### src/twp_defines.svh
// Purpose: Timing, width and code-bit position constants for the typewheel decoder
// Assumes: 250 MHz clock; code bit n of the combination sits at index n-1
// Notes: Function cycle length and sense delay are chosen defaults; retune per mechanism
`ifndef TWP_DEFINES_SVH
`define TWP_DEFINES_SVH

`define TWP_CLK_MHZ 250
`define TWP_CODE_W 8
`define TWP_ROW_W 4
`define TWP_CHAR_W 2
`define TWP_CNT_W 10

// Code bit positions
`define TWP_BIT_SHIFT 0
`define TWP_BIT_ROW2 1
`define TWP_BIT_ROW3 2
`define TWP_BIT_DIR 3
`define TWP_BIT_VERT5 4
`define TWP_BIT_VERT7 6

// Rows reached at each stop, odd field before the shift adds one
`define TWP_ROWS_COMMON 4'h1
`define TWP_ROWS_STOP3 4'h3
`define TWP_ROWS_STOP2 4'h5
`define TWP_ROWS_SHIFT 4'h7

// Whole function cycle and the delay from reception to its start
`define TWP_CYCLE_NS 2000
`define TWP_SENSE_NS 40
`define TWP_HALF_CYC ((`TWP_CYCLE_NS * `TWP_CLK_MHZ) / 2000)
`define TWP_SENSE_CYC (((`TWP_SENSE_NS * `TWP_CLK_MHZ) + 999) / 1000)

// Reset values
`define TWP_ROW_RST 4'h0
`define TWP_CHAR_RST 2'h0
`define TWP_CODE_RST 8'h00

`endif

### src/twp_pkg.sv
// Purpose: Types shared by the typewheel decoder modules
// Assumes: Constants come from twp_defines.svh
// Notes: Sequencer states are Gray coded from TWP_IDLE to TWP_LATCH; the return to TWP_IDLE changes all three bits
`default_nettype none
`include "twp_defines.svh"

package twp_pkg;

    typedef logic [`TWP_CODE_W-1:0] twp_code_t;
    typedef logic [`TWP_ROW_W-1:0] twp_row_t;
    typedef logic [`TWP_CHAR_W-1:0] twp_char_t;
    typedef logic [`TWP_CNT_W-1:0] twp_cnt_t;

    typedef enum logic [2:0] {
        TWP_IDLE     = 3'h0,
        TWP_SENSE    = 3'h1,
        TWP_POSITION = 3'h3,
        TWP_STRIKE   = 3'h2,
        TWP_RETURN   = 3'h6,
        TWP_LATCH    = 3'h7
    } twp_state_e;

endpackage

`default_nettype wire

### src/twp_sel_if.sv
// Purpose: Carries the held code and its decoded position between sequencer and decoder
// Assumes: One clock domain
// Notes: Decoder results are registered
`timescale 1ns/100ps
`default_nettype none
`include "twp_defines.svh"

interface twp_sel_if;
    twp_pkg::twp_code_t code;
    logic ccw;
    twp_pkg::twp_row_t rows;
    twp_pkg::twp_char_t char_sel;

    modport dec (
        input code,
        output ccw,
        output rows,
        output char_sel
    );

    modport seq (
        output code,
        input ccw,
        input rows,
        input char_sel
    );
endinterface

`default_nettype wire

### src/twp_top.sv
// Purpose: Sequences one function cycle of typewheel positioning and print strike
// Assumes: code_ready pulses once per received combination with code stable that cycle
// Notes: Combinations that arrive mid-cycle are dropped and flagged in missed_code
`timescale 1ns/100ps
`default_nettype none
`include "twp_defines.svh"

module twp_top (
    // Clock and reset
    input wire logic clk,
    input wire logic reset,
    // Code from selector stage
    input wire logic code_ready,
    input wire logic [`TWP_CODE_W-1:0] code,
    input wire logic code_is_function,
    // Positioning
    output logic rot_ccw,
    output logic [`TWP_ROW_W-1:0] row_count,
    output logic [`TWP_CHAR_W-1:0] char_index,
    output logic positioning,
    // Print and status
    output logic strike,
    output logic strike_latched,
    output logic busy,
    output logic missed_code
);

    localparam twp_pkg::twp_cnt_t SENSE_CYC = `TWP_CNT_W'(`TWP_SENSE_CYC);
    localparam twp_pkg::twp_cnt_t HALF_CYC = `TWP_CNT_W'(`TWP_HALF_CYC);
    localparam twp_pkg::twp_cnt_t CNT_ONE = `TWP_CNT_W'(1);

    twp_sel_if sel ();

    twp_pkg::twp_state_e state;
    twp_pkg::twp_state_e next_state;
    twp_pkg::twp_cnt_t cnt;
    twp_pkg::twp_cnt_t next_cnt;
    twp_pkg::twp_code_t held_code;
    logic held_function;

    twp_decode u_decode (
        .clk(clk),
        .reset(reset),
        .sel(sel.dec)
    );

    assign sel.code = held_code;

    // Phase decode
    wire logic in_idle = (state == twp_pkg::TWP_IDLE);
    wire logic cnt_done = (cnt == CNT_ONE);
    wire logic take_code = in_idle && code_ready;
    wire logic drop_code = !in_idle && code_ready;
    wire logic enter_position = (state == twp_pkg::TWP_SENSE) && cnt_done;
    wire logic enter_strike = (state == twp_pkg::TWP_POSITION) && cnt_done;
    wire logic in_return = (state == twp_pkg::TWP_STRIKE) || (state == twp_pkg::TWP_RETURN);
    wire logic fire = enter_strike && !held_function;

    // Sequencer: sense delay, first half positioning, midpoint, second half return
    always_comb begin
        next_state = state;
        next_cnt = cnt - CNT_ONE;
        unique case (state)
            twp_pkg::TWP_IDLE: begin
                next_cnt = SENSE_CYC;
                if (code_ready) begin
                    next_state = twp_pkg::TWP_SENSE;
                end
            end
            twp_pkg::TWP_SENSE: begin
                if (cnt_done) begin
                    next_state = twp_pkg::TWP_POSITION;
                    next_cnt = HALF_CYC;
                end
            end
            twp_pkg::TWP_POSITION: begin
                if (cnt_done) begin
                    next_state = twp_pkg::TWP_STRIKE;
                    next_cnt = HALF_CYC;
                end
            end
            twp_pkg::TWP_STRIKE: begin
                next_state = twp_pkg::TWP_RETURN;
            end
            twp_pkg::TWP_RETURN: begin
                if (cnt_done) begin
                    next_state = twp_pkg::TWP_LATCH;
                end
            end
            twp_pkg::TWP_LATCH: begin
                next_state = twp_pkg::TWP_IDLE;
                next_cnt = SENSE_CYC;
            end
            default: begin
                next_state = twp_pkg::TWP_IDLE;
                next_cnt = SENSE_CYC;
            end
        endcase
    end

    always_ff @(posedge clk or posedge reset) begin
        if (reset) begin
            state <= twp_pkg::TWP_IDLE;
            cnt <= `TWP_CNT_W'(0);
        end else begin
            state <= next_state;
            cnt <= next_cnt;
        end
    end

    // Code held for the whole cycle so the selector may start the next one
    always_ff @(posedge clk or posedge reset) begin
        if (reset) begin
            held_code <= `TWP_CODE_RST;
            held_function <= 1'b0;
        end else if (take_code) begin
            held_code <= code;
            held_function <= code_is_function;
        end
    end

    // Position outputs: loaded on entry to positioning, cleared once positioning ends
    always_ff @(posedge clk or posedge reset) begin
        if (reset) begin
            rot_ccw <= 1'b0;
            row_count <= `TWP_ROW_RST;
            char_index <= `TWP_CHAR_RST;
            positioning <= 1'b0;
        end else if (enter_position) begin
            rot_ccw <= sel.ccw;
            row_count <= sel.rows;
            char_index <= sel.char_sel;
            positioning <= 1'b1;
        end else if (enter_strike || in_return || in_idle) begin
            rot_ccw <= 1'b0;
            row_count <= `TWP_ROW_RST;
            char_index <= `TWP_CHAR_RST;
            positioning <= 1'b0;
        end
    end

    // Strike pulse at the midpoint; latch re-armed only at end of cycle
    always_ff @(posedge clk or posedge reset) begin
        if (reset) begin
            strike <= 1'b0;
            strike_latched <= 1'b1;
        end else begin
            strike <= fire;
            if (fire) begin
                strike_latched <= 1'b0;
            end else if (state == twp_pkg::TWP_LATCH) begin
                strike_latched <= 1'b1;
            end
        end
    end

    // Busy covers the whole cycle; missed_code holds until the next accepted code clears it
    always_ff @(posedge clk or posedge reset) begin
        if (reset) begin
            busy <= 1'b0;
            missed_code <= 1'b0;
        end else begin
            busy <= (next_state != twp_pkg::TWP_IDLE);
            if (drop_code) begin
                missed_code <= 1'b1;
            end else if (take_code) begin
                missed_code <= 1'b0;
            end
        end
    end

endmodule // twp_top

`default_nettype wire

### src/twp_decode.sv
// Purpose: Turns a held code combination into direction, row count and character index
// Assumes: Code is stable at least one clock before results are used
// Notes: Rotation walks the stops in travel order and halts at the first blocking one
`timescale 1ns/100ps
`default_nettype none
`include "twp_defines.svh"

module twp_decode (
    // Clock and reset
    input wire logic clk,
    input wire logic reset,
    // Selection carrier
    twp_sel_if.dec sel
);

    // Stop walk: common, bit-3, bit-2, then shift which always blocks
    function automatic twp_pkg::twp_row_t twp_rows(input twp_pkg::twp_code_t c);
        twp_pkg::twp_row_t base;
        if (!(c[`TWP_BIT_ROW2] || c[`TWP_BIT_ROW3])) begin
            base = `TWP_ROWS_COMMON;
        end else if (!c[`TWP_BIT_ROW3]) begin
            base = `TWP_ROWS_STOP3;
        end else if (!c[`TWP_BIT_ROW2]) begin
            base = `TWP_ROWS_STOP2;
        end else begin
            base = `TWP_ROWS_SHIFT;
        end
        // Marking shift moves every stop back one row
        twp_rows = base + {3'h0, c[`TWP_BIT_SHIFT]};
    endfunction

    wire twp_pkg::twp_row_t next_rows = twp_rows(sel.code);
    wire logic next_ccw = sel.code[`TWP_BIT_DIR];
    wire twp_pkg::twp_char_t next_char =
        {sel.code[`TWP_BIT_VERT5], sel.code[`TWP_BIT_VERT7]};

    always_ff @(posedge clk or posedge reset) begin
        if (reset) begin
            sel.ccw <= 1'b0;
            sel.rows <= `TWP_ROW_RST;
            sel.char_sel <= `TWP_CHAR_RST;
        end else begin
            sel.ccw <= next_ccw;
            sel.rows <= next_rows;
            sel.char_sel <= next_char;
        end
    end

endmodule // twp_decode

`default_nettype wire

### config.mk
export PLATFORM = sky130hd
export DESIGN_NAME = twp_top
export DESIGN_NICKNAME = d
export VERILOG_FILES = /design/src/twp_pkg.sv /design/src/twp_sel_if.sv /design/src/twp_top.sv /design/src/twp_decode.sv
export VERILOG_INCLUDE_DIRS = /design/src /design/src/src
export SDC_FILE = /design/constraint.sdc
export NUM_CORES = 1
export LEC_CHECK = 0
export ABC_AREA = 1
export BUFFER_PORTS_ARGS = -buffer_cell sky130_fd_sc_hd__buf_2
export CAP_MARGIN = 20
export CORE_MARGIN = 4
export CORE_UTILIZATION = 30
export CTS_CLUSTER_DIAMETER = 200
export DETAILED_ROUTE_END_ITERATION = 12
export MAX_ROUTING_LAYER = met4
export SKIP_CTS_REPAIR_TIMING = 1
export SLEW_MARGIN = 20
export SYNTH_ARGS = -nofsm -noshare
export SYNTH_HDL_FRONTEND = slang
export SYNTH_SLANG_ARGS = --single-unit
### constraint.sdc
create_clock -name clk -period 4 [get_ports clk]
set_input_delay 1.2 -clock clk [delete_from_list [all_inputs] [get_ports clk]]
set_output_delay 1.2 -clock clk [all_outputs]
set_load 0.01 [all_outputs]
==> flow_summary.toml, run 1 <==
[place]
dpl.cell_count = 280
dp_hpwl_um = 2324
io_buffers = 21
gp_congestion = 0.7999
place_ws_ns = 2.087

[final_layout]
final_cell_mix = "nand2_1 (52), dfrtp_1 (38), nand3_1 (21), buf_2 (21), inv_1 (17)"
area_growth_pct = 18.74
ff_latch_area_um2 = 977.2
fillers = 579
fin_cells = 288
layout-drive-gt1-share = 0.2500
antenna_cells = 0
multi_input_area_um2 = 681.9
fin_nets = 230
mostFrequentLayoutCell = "nand2_1"

[setup_path]
startpoint_type = "flip-flop"
max_stage_delay_ns = 0.53
crit_arrival_ns = 0.94
r2r-start = "cnt[1]$_DFF_PP0_"
slowest_stage = "dfstp_2"
cp.required_ns = 2.80
cp_max_fo = 2
path_cells = "buf_2"
cp_top_family = "flip-flops"
cp_num_buf_inv = 1
r2r_cells = 9
regToRegSetupSlack_ns = 2.58
regToRegEndpoint = "positioning$_DFFE_PP0P_"
critPathKind = "flip-flop to primary output"
endpoint_kind = "primary output"

[sta]
fin_ws_ns = 1.858
relSlewSlack = 0.6819
worstMarginPinSlew_ns = 0.4772
timing.hold.ws_ns = 0.3805
rsz0062_at_grt = "false"
finalCriticalPeriod_ns = 2.142
fin_tns_setup_ns = 0
max_freq_mhz = 466.9
skew_ns = 0.002682
hold_viol = 0
finalSetupViolCount = 0
period_share = 0.5354
drv_slew = 0

[detailed_routing]
drtPass1Iterations = 4
via_per_inst = 4.330
drtAntennaViolNets = 0
drt-total-wl_um = 3164
dr.first_iter.drc_count = 67
drc = 0
detail_route.wl_per_cell_um = 10.99
vias = 1247

[synthesis]
synth-seq-cells = 39
netlist_area_um2 = 1749
synth_fp_nets = 203
syn_inst = 188
avgSynthCellArea_um2 = 9.304
synth_cell_types = 24
yosys_warnings = 0
yosysSeqAreaShare = 0.5587

[clocking]
tritoncts = "done"
cts.sinks = 39
clkLatencyLatePin_ns = 0.29
cts_buffer_depth = 2
htree_levels = 2
cts_buffers = 5
root_buffer = "clkbuf_8"
path_clk_slew_ns = 0.07

[min_path]
min-delay-start = "held_code[6]$_DFFE_PP0P_"
min_path_type = "flip-flop to flip-flop"
min_path_cells = 0
hold_end = "u_decode.sel.char_sel[0]$_DFF_PP0_"

[grt]
grt_first_pass_wirelength_um = 5885
grt_pass1_vias = 1286
grt_usage = 0.1056
antenna_found_initial = 0
overflow = 0
grt_max_degree = 40

[outcome]
outcome = "finished clean"

[floorplan]
coreArea_um2 = 5574
die_x_um = 84.36
num_rows = 27
dieHeight_um = 84.36
ios = 24
start_util = 0.3138
die_area_um2 = 7117

[power]
power.total_mw = 1.552
power_density_nw_per_um2 = 747.4
cellLeakagePower_nw = 1.081
ir_drop_mv = 0.2743

[flow_run]
drv_cap = 0
## Yosys cell counts
library cell   n  area [um2]
a21oi_1        1       5.000
a21oi_2        3       26.28
buf_1          1       3.750
clkbuf_1       1       3.750
dfrtp_1       38       950.9
dfstp_2        1       26.28
ha_1           3       37.54
inv_1         17       63.81
inv_2          5       18.77
nand2_1       52       195.2
nand2_2        4       25.02
nand2_4        2       22.52
nand3_1       21       105.1
nand4_1        2       12.51
nand4_4        1       21.27
nor2_1        16       60.06
nor2_2         3       18.77
nor2_4         5       56.30
nor3_4         1       16.27
o21a_1         1       7.510
o21ai_0        3       15.01
o21ai_1        1       5.000
xnor2_1        1       8.760
xor2_1         5       43.79
## metrics by stage
| step | util | instance area, um2 |
|---|---|---|
| 2_1_floorplan | - | 1749 |
| 3_3_place_gp | 0.3488 | 1944 |
| 3_5_place_dp | 0.3488 | 1944 |
| 4_1_cts | 0.3726 | 2077 |
| 5_1_grt | 0.3726 | 2077 |
| 6_report | 0.3726 | 2077 |
## logic make-up (layout without fill, tap and decap cells)
family / count (synthesis) / after routing / share of synthesized area
xor gates and xnor gates: 6 / 6 / 0.03004
and+or+nand+nor: 107 / 107 / 0.3047
adders and majority gates: 3 / 3 / 0.02146
AOI/OAI and AO/OA: 9 / 9 / 0.03362
DFF: 39 / 39 / 0.5587
buffers and inverters: 24 / 52 / 0.05150
## worst max path at each step
stage	from	depth (start not counted)	slack [ns]	endpoint
floorplan	reset	1	1.91	busy$_DFF_PP0_
detailed placement	code_ready	7	2.09	busy$_DFF_PP0_
global placement	code_ready	7	2.09	busy$_DFF_PP0_
finish	strike_latched$_DFFE_PP1P_	1	1.86	strike_latched
global route	strike_latched$_DFFE_PP1P_	1	1.83	strike_latched
CTS	strike_latched$_DFFE_PP1P_	1	1.85	strike_latched
## state kept, by name, summed over array words and instances, names as in the netlist
name                   flops
strike_latched             1
held_function              1
positioning                1
u_decode.sel.ccw           1
held_code                  6
char_index                 2
rot_ccw                    1
missed_code                1
cnt                       10
u_decode.sel.rows          4
u_decode.sel.char_sel      2
busy                       1
strike                     1
row_count                  4
state                      3
## where the power goes
| part | total, mW | internal, mW | switching (mW) |
|---|---|---|---|
| registers | 0.630 | 0.534 | 0.0955 |
| logic | 0.538 | 0.181 | 0.357 |
| clock network | 0.385 | 0.249 | 0.135 |
| total | 1.55 | 0.964 | 0.588 |
## area by class of cell
cell class                 instances  area share
sequential                        39      0.4705
clock inverter                     2     0.02892
multi-input combinational        125      0.3283
tap                               72     0.04337
inverter                          22     0.03976
clock buffer                       6     0.03494
timing repair buffer              22     0.05422
## routing by layer
metal	global-route usage	wire length [um]	vias up
met5	-	0	-
met4	0.06475	98	0
met3	0.01472	91	8
met2	0.1528	1361	23
met1	0.1394	1613	574
li1	-	-	642
Power figures use the tool's default switching activity.
==> run 2, diff against run 1 <==
==> constraint.sdc (replaced) <==
create_clock -name clk -period 2.2 [get_ports clk]
set_input_delay 0.66 -clock clk [delete_from_list [all_inputs] [get_ports clk]]
set_output_delay 0.66 -clock clk [all_outputs]
set_load 0.01 [all_outputs]
==> run 2 against run 1 <==
  * Design area stayed put
  * Final cell count did not move
  * Clock power is 81% higher
  * Clock skew grew 0.0026 ns
  * Sequential cell count unchanged
  * Die area stayed put
  * Critical path type unchanged
==> flow_summary.toml, run 2 (same netlist as run 1, synthesis figures left out) <==
[final_layout]
largest_register_ff_count = 10
finish.utilization = 0.3726
top_register = "cnt"
mostFrequentLayoutCell = "nand2_1"
area_growth_pct = 18.74
fillers = 585
fin_nets = 230
antenna_cells = 0
layout-drive-gt1-share = 0.2500
final_cell_mix = "nand2_1 (52), dfrtp_1 (38), nand3_1 (21), buf_2 (21), inv_1 (17)"
reg.largest.list = "cnt x10, held_code x6"

[clocking]
cts_buffers = 5
cts.sinks = 39
htree_levels = 2
path_clk_slew_ns = 0.08
clkLatencyLatePin_ns = 0.28
root_buffer = "clkbuf_8"
cts_buffer_depth = 2
tritoncts = "done"

[sta]
relSlewSlack = 0.6755
skew_ns = 0.005326
finalSetupViolCount = 0
hold_viol = 0
fin_tns_setup_ns = 0
finalCriticalPeriod_ns = 1.591
rsz0062_at_grt = "false"
period_share = 0.7234
worstMarginPinSlew_ns = 0.4867
max_freq_mhz = 628.3
drv_slew = 0

[detailed_routing]
drtAntennaViolNets = 0
drt-total-wl_um = 3078
detail_route.wl_per_cell_um = 10.69
via_per_inst = 4.243
drtPass1Iterations = 4
dr.first_iter.drc_count = 53
drc = 0
vias = 1222

[setup_path]
startpoint_type = "flip-flop"
cp_num_buf_inv = 1
critPathKind = "flip-flop to primary output"
cp_max_fo = 2
endpoint_kind = "primary output"
crit_arrival_ns = 0.93
regToRegSetupSlack_ns = 0.78
path_cells = "buf_2"
r2r-start = "cnt[1]$_DFF_PP0_"
max_stage_delay_ns = 0.53
cp_top_family = "flip-flops"
slowest_stage = "dfstp_2"
regToRegEndpoint = "cnt[8]$_DFF_PP0_"
r2r_cells = 7
cp.required_ns = 1.54

[floorplan]
start_util = 0.3138
die_area_um2 = 7117
ios = 24
die_x_um = 84.36
coreArea_um2 = 5574
num_rows = 27
dieHeight_um = 84.36

[grt]
grt_usage = 0.09937
overflow = 0
antenna_found_initial = 0
grt_first_pass_wirelength_um = 5595
grt_pass1_vias = 1259
grt_max_degree = 40

[place]
gp_congestion = 0.7910
io_buffers = 21
dp_hpwl_um = 2276

[min_path]
min-delay-start = "held_code[3]$_DFFE_PP0P_"
min_path_cells = 0
min_path_type = "flip-flop to flip-flop"
hold_end = "u_decode.sel.ccw$_DFF_PP0_"

[outcome]
outcome = "finished clean"

[flow_run]
drv_cap = 0

[power]
cellLeakagePower_nw = 1.081
power_density_nw_per_um2 = 1345
ir_drop_mv = 0.5063
==> run 2: where the power goes <==
part	internal [mW]	leakage [nW]	switching, mW
logic	0.328	0.519	0.630
clock network	0.453	0.0654	0.242
registers	0.971	0.496	0.171
==> run 2: routing by layer <==
layer / global-route usage / up-vias / part of all wire
met4: 0.05612 / 0 / 0.024
li1: - / 645 / -
met5: - / - / 0
met3: 0.01472 / 7 / 0.028
met1: 0.1299 / 548 / 0.51
met2: 0.1471 / 22 / 0.43
==> run 2: layout make-up <==
class	count	area (um2)	share of cell area
Sequential cell	39	977.2	0.4705
Timing Repair Buffer	22	112.6	0.05422
Tap cell	72	90.09	0.04337
Clock inverter	2	60.06	0.02892
Inverter	22	82.58	0.03976
Multi-Input combinational cell	125	681.9	0.3283
Clock buffer	6	72.57	0.03494
==> run 2: worst max-delay path by stage <==
stage,from,endpoint,cells after the start
after floorplan,reset,busy$_DFF_PP0_,1
after global placement,cnt[1]$_DFF_PP0_,cnt[8]$_DFF_PP0_,7
after detailed placement,cnt[1]$_DFF_PP0_,cnt[8]$_DFF_PP0_,7
after CTS,strike_latched$_DFFE_PP1P_,strike_latched,1
after global routing,strike_latched$_DFFE_PP1P_,strike_latched,1
final,strike_latched$_DFFE_PP1P_,strike_latched,1
==> run 2: through the flow <==
step / setup WS, ns / power (mW) / hold slack, ns / instances / cell area [um2]
after floorplan: 0.6524 / 1.912 / 0.3540 / 188 / 1749
after global placement: 0.7935 / 2.117 / 0.3642 / 280 / 1944
after detailed placement: 0.7730 / 2.136 / 0.3667 / 280 / 1944
after CTS: 0.5879 / 2.849 / 0.3863 / 288 / 2077
after global routing: 0.5768 / 3.045 / 0.3984 / 288 / 2077
final: 0.6085 / 2.794 / 0.3840 / 288 / 2077
==> run 3, diff against run 2 <==
==> constraint.sdc (replaced) <==
create_clock -name clk -period 1.3 [get_ports clk]
set_input_delay 0.39 -clock clk [delete_from_list [all_inputs] [get_ports clk]]
set_output_delay 0.39 -clock clk [all_outputs]
set_load 0.01 [all_outputs]
==> run 3 against run 2 <==
  * The run now ends with negative setup slack left
  * Clock power is 71% higher
  * Final cell count grew 7.3%
  * Non-clock buffer count grew 21
  * Combinational power grew to 2.6 times the previous value
  * Register-to-register slack lost 0.90 ns
  * Die area unchanged
  * Critical path type is now flip-flop to flip-flop
  * Largest cell class unchanged
  * Largest power group is now combinational cells
==> flow_summary.toml, run 3 (same netlist as run 1, synthesis figures left out) <==
[final_layout]
largest_register_ff_count = 10
final_cell_mix = "nand2_1 (46), dfrtp_1 (36), buf_4 (21)"
fin_nets = 251
top_register = "cnt"
antenna_cells = 0
area_growth_pct = 38.13
fillers = 539
layout-drive-gt1-share = 0.4515
reg.largest.list = "cnt x10, held_code x6"
mostFrequentLayoutCell = "nand2_1"

[detailed_routing]
drt-total-wl_um = 3510
via_per_inst = 4.317
drtAntennaViolNets = 0
drc = 0
detail_route.wl_per_cell_um = 11.36
dr.first_iter.drc_count = 63
vias = 1334
drtPass1Iterations = 4

[sta]
fin_tns_setup_ns = -1.218
finalSetupViolCount = 17
drv_slew = 0
max_freq_mhz = 702.3
hold_viol = 0
finalCriticalPeriod_ns = 1.424
worstMarginPinSlew_ns = 0.2616
rsz0062_at_grt = "true"
relSlewSlack = 0.8252
period_share = 1.095
skew_ns = 0.006356
fin_ws_ns = -0.1239

[power]
p_switching_mw = 2.144
power_frac_seq = 0.352
ir_drop_mv = 0.9733
swShare = 0.3806
p_comb_frac = 0.437
power.total_mw = 5.633
internal_power_mw = 3.489
clkPwrFrac = 0.211
power_density_nw_per_um2 = 2331
cellLeakagePower_nw = 1.205

[grt]
grt_max_degree = 40
grt_pass1_vias = 1291
grt_first_pass_wirelength_um = 5796
grt_usage = 0.1028
antenna_found_initial = 0
overflow = 0

[outcome]
outcome = "finished with violations"
violations = "negative setup slack"

[setup_path]
r2r-start = "cnt[1]$_DFF_PP0_"
critPathKind = "flip-flop to flip-flop"
r2r_cells = 8
endpoint_kind = "flip-flop"
regToRegSetupSlack_ns = -0.12
regToRegEndpoint = "char_index[1]$_DFFE_PP0P_"
cp.required_ns = 1.53
startpoint_type = "flip-flop"
cp_max_fo = 7
crit_arrival_ns = 1.66

[floorplan]
coreArea_um2 = 5574
num_rows = 27
die_area_um2 = 7117
start_util = 0.3138
dieHeight_um = 84.36
die_x_um = 84.36
ios = 24

[clocking]
cts_buffers = 5
clkLatencyLatePin_ns = 0.29
tritoncts = "done"
path_clk_slew_ns = 0.08
cts_buffer_depth = 2
cts.sinks = 39
htree_levels = 2
root_buffer = "clkbuf_8"

[place]
dp_hpwl_um = 2403
io_buffers = 21
gp_congestion = 0.7573
place_ws_ns = -0.1180

[flow_run]
drv_cap = 0

[min_path]
min_path_type = "input port to async pin"
==> run 3: power groups by stage <==
stage          clock (mW)  sequential [mW]  combinational (mW)
2_1_floorplan           0             1.93                1.31
3_3_place_gp            0             1.94                1.97
3_5_place_dp            0             1.94                2.01
4_1_cts              1.21             1.92                2.03
5_1_grt              1.25             2.04                2.76
6_report             1.19             1.98                2.46
==> run 3: how the worst max path moves through the flow <==
stage                                start                         to  slack [ns]  depth (start not counted)
after floorplan                      reset             busy$_DFF_PP0_        0.02                          1
after global placement    cnt[1]$_DFF_PP0_    positioning$_DFFE_PP0P_       -0.09                          9
after detailed placement  cnt[1]$_DFF_PP0_    positioning$_DFFE_PP0P_       -0.12                          9
after CTS                 cnt[1]$_DFF_PP0_    positioning$_DFFE_PP0P_       -0.14                          9
after global routing      cnt[1]$_DFF_PP0_  char_index[1]$_DFFE_PP0P_       -0.20                          8
final                     cnt[1]$_DFF_PP0_  char_index[1]$_DFFE_PP0P_       -0.12                          8
==> run 3: area by class of cell <==
cell class / count / area [um2] / area share
Tap cell: 72 / 90.09 / 0.03729
Clock inverter: 2 / 60.06 / 0.02486
Clock buffer: 6 / 72.57 / 0.03004
Timing Repair Buffer: 43 / 289.0 / 0.1196
Sequential cell: 39 / 979.7 / 0.4055
Inverter: 22 / 82.58 / 0.03418
Multi-Input combinational cell: 125 / 842.1 / 0.3485
==> run 3: metrics by stage <==
stage | utilization | std cells | area, um2 | hold WS [ns]
4_1_cts | 0.3951 | 303 | 2202 | 0.1440
2_1_floorplan | - | 188 | 1749 | 0.3540
5_1_grt | 0.4334 | 309 | 2416 | 0.1678
3_5_place_dp | 0.3713 | 295 | 2069 | 0.3627
6_report | 0.4334 | 309 | 2416 | 0.1379
3_3_place_gp | 0.3713 | 295 | 2069 | 0.3630
==> run 3: routing by layer <==
layer | part of all wire | GRT usage | vias up | wire length [um]
met5 | 0 | - | - | 0
met4 | 0.019 | 0.04317 | 0 | 65
met3 | 0.027 | 0.02061 | 5 | 96
met2 | 0.45 | 0.1542 | 23 | 1575
met1 | 0.51 | 0.1357 | 624 | 1773
li1 | - | - | 682 | -
==> run 3: worst max-delay path: stages, from the launching register on <==
cell	delay [ns]
dfrtp_1	0.39
inv_2	0.08
ha_4	0.15
nand3_4	0.08
nor2_4	0.14
nand2_4	0.09
nor2_4	0.26
nand3_2	0.11
nand2_1	0.06
